[src/psgd_pkg.sv]
/*
  package of the power-stage gate drive logic: three-level input codes, states,
  and timing constants derived from the 125 MHz block clock.
  assumes comparators upstream already reduce the analog pins to three-level codes.
*/
package psgd_pkg;

  typedef enum logic [1:0] {
    LVL_LOW  = 2'h0,
    LVL_HIGH = 2'h1,
    LVL_MID  = 2'h2
  } psgd_level_e;

  typedef enum logic [2:0] {
    ST_LOCKOUT = 3'h0,
    ST_IDLE    = 3'h1,
    ST_WAIT_HI = 3'h2,
    ST_HIGH    = 3'h3,
    ST_WAIT_LO = 3'h4,
    ST_LOW     = 3'h5,
    ST_STANDBY = 3'h6
  } psgd_state_e;

  typedef struct packed {
    logic highGateDrive;
    logic lowGateDrive;
  } psgd_gates_s;

  localparam int CLK_PERIOD_PS       = 8000;
  // tristate hold-off, picoseconds: least, typical, longest
  localparam int HOLDOFF_MIN_PS      = 85000;
  localparam int HOLDOFF_TYP_PS      = 150000;
  localparam int HOLDOFF_MAX_PS      = 225000;
  localparam int HOLDOFF_CYCLES      = HOLDOFF_TYP_PS / CLK_PERIOD_PS;
  // built-in delay after a switch turns off before the other may turn on
  localparam int BREAK_DELAY_PS      = 10000;
  localparam int BREAK_DELAY_CYCLES  = (BREAK_DELAY_PS + CLK_PERIOD_PS - 1) / CLK_PERIOD_PS;
  localparam int CNT_W               = 8;
  localparam int SYNC_STAGES         = 3;

endpackage : psgd_pkg

[src/psgd_core.sv]
/*
  gate drive control of a buck power stage: decodes the three-level pwm command
  and the diode-emulation control into high and low gate enables, with tristate
  hold-off, adaptive dead time, zero-current turn-off, standby and supply lockout.
  assumes all pin-side inputs are asynchronous and reach the block as codes from
  comparators; gate-low reports come from the gate sense comparators (< 1 V).
*/
`timescale 1ns/100ps

// Function
// The pwm command is accepted both as a two-level and as a three-level code with a mid state.
// A decoded high command turns the high gate drive on.
// A decoded low command turns the high gate drive off and the low gate drive on.
// A command held at mid level for the hold-off period turns both gate drives off.
// In shutdown the controller floats its output and the pin is pulled to mid level.
// A low diode-emulation control permits diode emulation.
// A high diode-emulation control forces continuous conduction with the low side on.
// With diode emulation active, a zero inductor current turns the low gate drive off; at a mid command the code holds it on until the hold-off expires.
// A change of the diode-emulation control acts at once, not aligned to pwm edges.
// Mid on both the diode-emulation control and the command enters deep standby with gates off.
// The high and low gate drives are never on together.
// A gate drive is enabled only after the opposite gate is reported below 1 V.
// A fixed delay follows every turn-off before the other switch may turn on.
// While the supply lockout is asserted at start-up both gate drives stay low.
// Lockout on a falling supply forces both gate drives to zero at once.
// The block receives the command and the control input as low, high or mid codes.
module psgd_core
  import psgd_pkg::*;
#(
  parameter int HOLDOFF_CNT = HOLDOFF_CYCLES,
  parameter int BREAK_CNT   = BREAK_DELAY_CYCLES
) (
  input  wire logic        clk,
  input  wire logic        reset,
  input  wire psgd_level_e pwmLevel,
  input  wire psgd_level_e diodeEmuLevel,
  input  wire logic        zeroCurrent,
  input  wire logic        highGateLow,
  input  wire logic        lowGateLow,
  input  wire logic        supplyLockout,
  output psgd_gates_s      gates,
  output logic             deepStandbyState,
  output logic             inLockout
);

  ////////////////////////////////////////////////////////////////////////////////
  // input synchronisation

  logic [1:0] pwmSync;
  logic [1:0] demSync;
  logic       zeroSync;
  logic       hgLowSync;
  logic       lgLowSync;
  logic       lockSync;

  // lockout resets asserted so the gates stay off until the supply is reported good
  psgd_sync #(.WIDTH(2), .RESET_VAL(2'h2)) uPwmSync (
    .clk     (clk),
    .reset   (reset),
    .asyncIn (pwmLevel),
    .syncOut (pwmSync)
  );
  psgd_sync #(.WIDTH(2), .RESET_VAL(2'h2)) uDemSync (
    .clk     (clk),
    .reset   (reset),
    .asyncIn (diodeEmuLevel),
    .syncOut (demSync)
  );
  psgd_sync #(.WIDTH(4), .RESET_VAL(4'hF)) uMiscSync (
    .clk     (clk),
    .reset   (reset),
    .asyncIn ({zeroCurrent, highGateLow, lowGateLow, supplyLockout}),
    .syncOut ({zeroSync, hgLowSync, lgLowSync, lockSync})
  );

  psgd_level_e pwmCode;
  psgd_level_e demCode;
  logic        pwmIllegal;
  logic        demIllegal;

  // an unused code 3 is treated as mid, the safe state
  assign pwmIllegal = (pwmSync == 2'h3);
  assign demIllegal = (demSync == 2'h3);
  assign pwmCode    = pwmIllegal ? LVL_MID : psgd_level_e'(pwmSync);
  assign demCode    = demIllegal ? LVL_MID : psgd_level_e'(demSync);

  ////////////////////////////////////////////////////////////////////////////////
  // tristate hold-off timer

  logic [CNT_W-1:0] holdCnt_q;
  logic             holdExpired;

  always_ff @(posedge clk or posedge reset) begin
    if (reset) begin
      holdCnt_q <= '0;
    end else if (pwmCode != LVL_MID) begin
      holdCnt_q <= '0;
    end else if (!holdExpired) begin
      holdCnt_q <= holdCnt_q + CNT_W'(1);
    end
  end

  // pin pull to mid is analog; the block sees a floated command as mid code
  assign holdExpired = (holdCnt_q >= CNT_W'(HOLDOFF_CNT - 1));

  ////////////////////////////////////////////////////////////////////////////////
  // break-before-make delay

  logic [CNT_W-1:0] breakCnt_q;
  logic             breakDone;
  logic             anyGateOn;

  // counter restarts while any gate is commanded on, runs after both are off
  always_ff @(posedge clk or posedge reset) begin
    if (reset) begin
      breakCnt_q <= '0;
    end else if (anyGateOn) begin
      breakCnt_q <= '0;
    end else if (!breakDone) begin
      breakCnt_q <= breakCnt_q + CNT_W'(1);
    end
  end

  assign breakDone = (breakCnt_q >= CNT_W'(BREAK_CNT));

  ////////////////////////////////////////////////////////////////////////////////
  // main state machine

  psgd_state_e state_q;
  psgd_state_e state_d;
  logic        wantHigh;
  logic        wantLow;
  logic        demAllowed;
  logic        standbyReq;

  assign standbyReq = (demCode == LVL_MID) && (pwmCode == LVL_MID);
  assign demAllowed = (demCode == LVL_LOW);
  assign wantHigh   = (pwmCode == LVL_HIGH);
  // low side follows a low command unless emulation sees zero current
  assign wantLow    = (pwmCode == LVL_LOW) && !(demAllowed && zeroSync);

  always_comb begin
    state_d = state_q;
    unique case (state_q)
      ST_LOCKOUT: begin
        if (!lockSync) begin
          state_d = ST_IDLE;
        end
      end
      ST_IDLE: begin
        if (standbyReq) begin
          state_d = ST_STANDBY;
        end else if (wantHigh) begin
          state_d = ST_WAIT_HI;
        end else if (wantLow) begin
          state_d = ST_WAIT_LO;
        end
      end
      ST_WAIT_HI: begin
        if (!wantHigh) begin
          state_d = ST_IDLE;
        end else if (breakDone && lgLowSync) begin
          state_d = ST_HIGH;
        end
      end
      ST_HIGH: begin
        if (!wantHigh && (pwmCode != LVL_MID || holdExpired)) begin
          state_d = ST_IDLE;
        end
      end
      ST_WAIT_LO: begin
        if (!wantLow) begin
          state_d = ST_IDLE;
        end else if (breakDone && hgLowSync) begin
          state_d = ST_LOW;
        end
      end
      ST_LOW: begin
        if (pwmCode == LVL_MID) begin
          if (holdExpired) begin
            state_d = ST_IDLE;
          end
        end else if (!wantLow) begin
          state_d = ST_IDLE;
        end
      end
      ST_STANDBY: begin
        if (!standbyReq) begin
          state_d = ST_IDLE;
        end
      end
      default: state_d = ST_LOCKOUT;
    endcase
    // lockout overrides every state at once
    if (lockSync) begin
      state_d = ST_LOCKOUT;
    end
  end

  always_ff @(posedge clk or posedge reset) begin
    if (reset) begin
      state_q <= ST_LOCKOUT;
    end else begin
      state_q <= state_d;
    end
  end

  ////////////////////////////////////////////////////////////////////////////////
  // registered outputs

  psgd_gates_s gates_d;

  always_comb begin
    gates_d               = '0;
    gates_d.highGateDrive = (state_d == ST_HIGH);
    gates_d.lowGateDrive  = (state_d == ST_LOW);
    if (gates_d.highGateDrive && gates_d.lowGateDrive) begin
      gates_d = '0;
    end
  end

  // uses the next state so the break counter restarts the same edge a gate opens
  assign anyGateOn = gates_d.highGateDrive || gates_d.lowGateDrive;

  always_ff @(posedge clk or posedge reset) begin
    if (reset) begin
      gates <= '0;
    end else begin
      gates <= gates_d;
    end
  end

  always_ff @(posedge clk or posedge reset) begin
    if (reset) begin
      deepStandbyState <= 1'b0;
      inLockout        <= 1'b1;
    end else begin
      deepStandbyState <= (state_d == ST_STANDBY);
      inLockout        <= (state_d == ST_LOCKOUT);
    end
  end

endmodule : psgd_core

[src/psgd_sync.sv]
/*
  three-stage synchroniser with agreement filter for an asynchronous bus of bits.
  assumes the input comes from outside the clock domain; output changes only
  once the second and third stages agree.
*/
`timescale 1ns/100ps
module psgd_sync
  import psgd_pkg::*;
#(
  parameter int        WIDTH = 1,
  parameter logic [WIDTH-1:0] RESET_VAL = '0
) (
  input  wire logic             clk,
  input  wire logic             reset,
  input  wire logic [WIDTH-1:0] asyncIn,
  output logic      [WIDTH-1:0] syncOut
);

  logic [WIDTH-1:0] stage1_q;
  logic [WIDTH-1:0] stage2_q;
  logic [WIDTH-1:0] stage3_q;

  always_ff @(posedge clk or posedge reset) begin
    if (reset) begin
      stage1_q <= RESET_VAL;
      stage2_q <= RESET_VAL;
      stage3_q <= RESET_VAL;
      syncOut  <= RESET_VAL;
    end else begin
      stage1_q <= asyncIn;
      stage2_q <= stage1_q;
      stage3_q <= stage2_q;
      if (stage2_q == stage3_q) begin
        syncOut <= stage3_q;
      end
    end
  end

endmodule : psgd_sync

[config.mk]
export PLATFORM = sky130hd
export DESIGN_NAME = psgd_core
export DESIGN_NICKNAME = d
export VERILOG_FILES = /design/src/psgd_pkg.sv /design/src/psgd_core.sv /design/src/psgd_sync.sv
export SDC_FILE = /design/constraint.sdc
export NUM_CORES = 1
export LEC_CHECK = 0
export BUFFER_PORTS_ARGS = -buffer_cell sky130_fd_sc_hd__buf_2
export CORE_MARGIN = 2
export CORE_UTILIZATION = 53
export CTS_CLUSTER_SIZE = 40
export DETAILED_ROUTE_END_ITERATION = 8
export PLACE_DENSITY = 0.74
export SETUP_SLACK_MARGIN = 0.2
export SYNTH_ARGS = -nofsm -noshare
export SYNTH_HDL_FRONTEND = slang
export SYNTH_SLANG_ARGS = --single-unit
[constraint.sdc]
create_clock -name clk -period 2.14 [get_ports clk]
set_clock_uncertainty 0.15 [all_clocks]
set_input_delay 0.321 -clock clk [delete_from_list [all_inputs] [get_ports clk]]
set_output_delay 0.321 -clock clk [all_outputs]
set_load 0.01 [all_outputs]
==> metrics.md <==
| Metric | Value |
|---|---|
| Outcome | `complete, but fails checks` |
| Failing checks | `negative setup slack` |
| Sequential Power Share | `a little under half` |
| Leakage | `approximately 1.2 nW` |
| Overall die area | `around 4700 um^2` |
| Total number of nets in the final design | `230` |
| Min Hold Slack | `approximately 0.21 ns` |
| WL final | `4035 um` |
| Detailed Routing Iterations Pass 1 | `4` |
| Max Clock Freq | `around 0.44 GHz` |
| Global-route wire length before repair | `between 6000 and 7000 um` |
| Post-route standard cell area excluding fillers | `2835 um^2` |
| Internal Power | `a little over 2 mW` |
| Tightest Hold Check Type | `reg -> reg` |
| Worst setup path startpoint | `holdCnt_q[0]` |
| Relative area change from synthesis to final layout | `28.31%` |
| RSZ-0062 raised after global routing | `yes` |
| # clock sinks | `55` |
| Clock group share of total power | `between 20% and 30%` |
| Required time at the worst-slack endpoint | `between 2 and 2.5 ns` |
| Gate count of the mapped netlist | `171` |
| Overall die height | `68.57 um` |
| Final Cycle Share | `105.6%` |
| Number of buffers inserted during clock tree synthesis | `5` |
| Final weighted congestion in routability-driven placement | `~0.8` |
| TNS Setup | `-0.9417 ns` |
| Final count of hold timing violations | `0` |
| Met1 Use GR | `roughly 22%` |
| Number of antenna violations at the first check in global routing | `0` |
| Mean cell area of the mapped netlist | `between 10 and 15 um^2` |
| Longest Clk Path Bufs | `2` |
| Number of inserted diodes | `0` |
| HPWL after detailed placement | `around 2500 um` |
| FF-to-FF path depth | `7` |
| Detail-routed net length per standard cell | `~15 um` |
| Number of routed nets with antenna violations | `0` |
| IR drop worst, VDD | `roughly 560 uV` |
| Count of cells along the worst hold path | `0` |
| Number of placed instances, taps included | `242` |
| Core region area | `around 4000 um^2` |
| Setup-violating endpoint count in the final report | `13` |
| Start-to-end type of the worst setup path | `reg -> reg` |
| Number of maximum-capacitance constraint violations | `0` |
| Syn nets | `between 150 and 200` |
| Slew Viols, Final | `0` |
| Clock-pin slew on the worst setup and hold paths | `around 0.09 ns` |
| Congestion Overflow GR | `0` |
| Clock tree from TritonCTS | `done` |
| Met2 usage | `about 34%` |
| Pwr/cell area | `~1100 nW/um^2` |
| Number of global-route vias before repair | `roughly 1500` |
| Sequential share of the synthesized area | `a little under two thirds` |
| Worst reg2reg startpoint | `holdCnt_q[0]` |
| Minimum setup slack in the final design | `-0.1203 ns` |
| Top fanout value on the critical path | `8` |
| Number of core rows | `23` |
| Min Clock Period, post-route | `~2.3 ns` |
| DRC violation count after routing | `0` |
| Post-synth cell types | `36` |
| Area of the mapped netlist | `~2200 um^2` |
| Psw | `between 0.9 and 1 mW` |
| Max H-tree Level | `2` |
| Starting density of the core | `55.24%` |
| Via density per instance | `about 5.3` |
| Busiest layer in global routing | `met2` |
| Last element of the critical path | `breakCnt_q[3]` |
| Total vias in the final route | `about 1400` |
| Synth Register Bits | `55` |
| Count of input and output buffers | `13` |
| Number of warnings reported in the yosys synthesis log | `0` |
| Drt initial violations | `42` |
| Register-to-register setup slack | `-0.12 ns` |
| Buffer cell driving the clock tree root | `clkbuf_8` |
| Largest net degree at the start of global routing | `33` |
| Endpoint type of the worst setup path | `register` |
| R2r endpoint | `breakCnt_q[3]` |
| Launching element type of the critical path | `register` |
| Final Non-Filler Cells | `266` |
| Die W | `between 60 and 70 um` |
| Worst-skew pair later-pin latency | `0.31 ns` |
| CP arrival | `around 2.3 ns` |
| Fraction of met3 tracks used by global routing | `about 5.7%` |
| Fraction of power spent switching nets | `between 30% and 40%` |
| Combinational share of power | `about a third` |
| Number of top-level pins | `14` |
| Worst slew margin relative to its limit | `between 50% and 60%` |
| Standard cell area after detailed placement | `2434 um^2` |
| Pin slew with the least headroom to its limit | `a little over 0.7 ns` |
| Layout cells sized above 1 | `45.37%` |
| Total GRT Usage | `about a fifth` |
worst min-delay path by stage:
| stage | start | to |
|---|---|---|
| floorplan | diodeEmuLevel[1] | uDemSync.stage1_q[1] |
| global placement | uPwmSync.stage1_q[0] | uPwmSync.stage2_q[0] |
| detailed placement | uPwmSync.stage1_q[0] | uPwmSync.stage2_q[0] |
| CTS | uPwmSync.stage1_q[0] | uPwmSync.stage2_q[0] |
| global route | uMiscSync.stage1_q[0] | uMiscSync.stage2_q[0] |
| finish | uPwmSync.stage1_q[0] | uPwmSync.stage2_q[0] |
cell usage in the layout, fill, tap and decap left out, drive strengths merged:
cell,n
buf,33
inv,7
xnor2,11
or3,1
nor4,3
nand4,2
nand3b,1
a211oi,2
and2,6
dfrtp,30
o31ai,1
or4b,2
ha,5
clkinv,1
a22oi,1
and4b,1
nand2b,7
nor2,15
a21oi,12
dlygate4sd3,9
dfstp,25
o311ai,1
nand3,1
a311oi,2
clkbuf,7
o21a,1
o21bai,1
nor2b,9
a31oi,3
xor2,1
or3b,1
mux2,4
nor3b,4
o31a,1
a2111oi,1
nand2,4
synthesized netlist by cell type, drive strengths merged:
cell / number / area [um^2]
xor2: 1 / 8.760
a21oi: 12 / 63.81
a31oi: 3 / 18.77
or3b: 1 / 8.760
a211oi: 2 / 15.01
nand3b: 1 / 7.510
o31a: 1 / 8.760
a22oi: 1 / 21.27
a311oi: 2 / 17.52
clkbuf: 2 / 7.510
and4b: 1 / 10.01
o311ai: 1 / 8.760
or4b: 2 / 23.77
dfstp: 25 / 656.9
or3: 1 / 6.260
inv: 7 / 26.28
and2: 6 / 37.54
buf: 3 / 15.01
nor2: 15 / 56.30
o21a: 1 / 7.510
nand2b: 7 / 43.79
o21bai: 1 / 7.510
nand3: 1 / 5.000
nand4: 2 / 12.51
xnor2: 11 / 96.34
nor3b: 4 / 30.03
nor4: 3 / 18.77
o31ai: 1 / 12.51
dfrtp: 30 / 750.7
nor2b: 9 / 56.30
mux2: 4 / 45.04
ha: 5 / 62.56
nand2: 4 / 15.01
a2111oi: 1 / 27.53
sequential cells by signal, summed over array words and instances (netlist names):
name / flops
uPwmSync.syncOut: 2
deepStandbyState: 1
uDemSync.stage1_q: 2
uPwmSync.stage1_q: 2
state_q: 3
uDemSync.stage3_q: 2
holdCnt_q: 8
uMiscSync.stage2_q: 4
uPwmSync.stage3_q: 2
uMiscSync.stage3_q: 4
gates: 2
uMiscSync.stage1_q: 4
uMiscSync.syncOut: 4
breakCnt_q: 8
uDemSync.syncOut: 2
uPwmSync.stage2_q: 2
uDemSync.stage2_q: 2
inLockout: 1
power groups by stage:
stage | combinational (mW) | clock (mW) | sequential (mW)
2_1_floorplan | 0.519 | 0 | 1.32
3_3_place_gp | 0.669 | 0 | 1.35
3_5_place_dp | 0.716 | 0 | 1.36
4_1_cts | 0.903 | 0.666 | 1.35
5_1_grt | 1.10 | 0.715 | 1.38
6_report | 1.01 | 0.647 | 1.36
worst max-delay path, stage by stage (launching register included):
cell	delay [ns]
dfrtp_1	0.42
ha_2	0.20
or4b_4	0.52
buf_6	0.14
a21oi_4	0.22
a211oi_4	0.11
a22oi_4	0.28
nor2b_1	0.10
routing by layer:
layer  part of all wire (%)  wire length [um]  vias to the layer above
met5                      0                 0                        -
met4                    2.7               107                        0
met3                    3.3               133                       10
met2                     52              2084                       31
met1                     42              1709                      698
li1                       -                 -                      663
layout make-up:
class | count | area [um^2]
Sequential cell | 55 | 1408
Fill cell | 258 | 1165
Multi-Input combinational cell | 104 | 893.4
Timing Repair Buffer | 42 | 332.8
Clock buffer | 7 | 107.6
Tap cell | 50 | 62.56
Inverter | 7 | 26.28
Clock inverter | 1 | 5.005
per-stage QoR:
| stage | worst slack [ns] | util [%] | power, mW |
|---|---|---|---|
| 2_1_floorplan | 0.02683 | - | 1.836 |
| 3_3_place_gp | -0.005087 | 60.84 | 2.017 |
| 3_5_place_dp | -0.07752 | 60.84 | 2.077 |
| 4_1_cts | -0.06023 | 68.97 | 2.917 |
| 5_1_grt | -0.2132 | 70.88 | 3.198 |
| 6_report | -0.1203 | 70.88 | 3.012 |
logic make-up (layout without fill, tap and decap cells):
group,Yosys count,in the layout,share of synthesized area (%)
mux,4,4,2.038
xor+xnor,12,12,4.756
compound gates,26,26,9.457
buf+inv,12,57,2.209
flops,55,55,63.70
fa+ha+maj,5,5,2.831
simple gates,57,57,15.01
what timing repair did:
action                                  in CTS  in global routing
hold endpoints to repair                    26                  0
pin swaps                                    9                 11
buffers inserted                             5                  2
hold buffers                                 9                  0
endpoints found under the setup margin      16                 17
resized for setup                           16                 15
(Power assumes the default switching activity.)
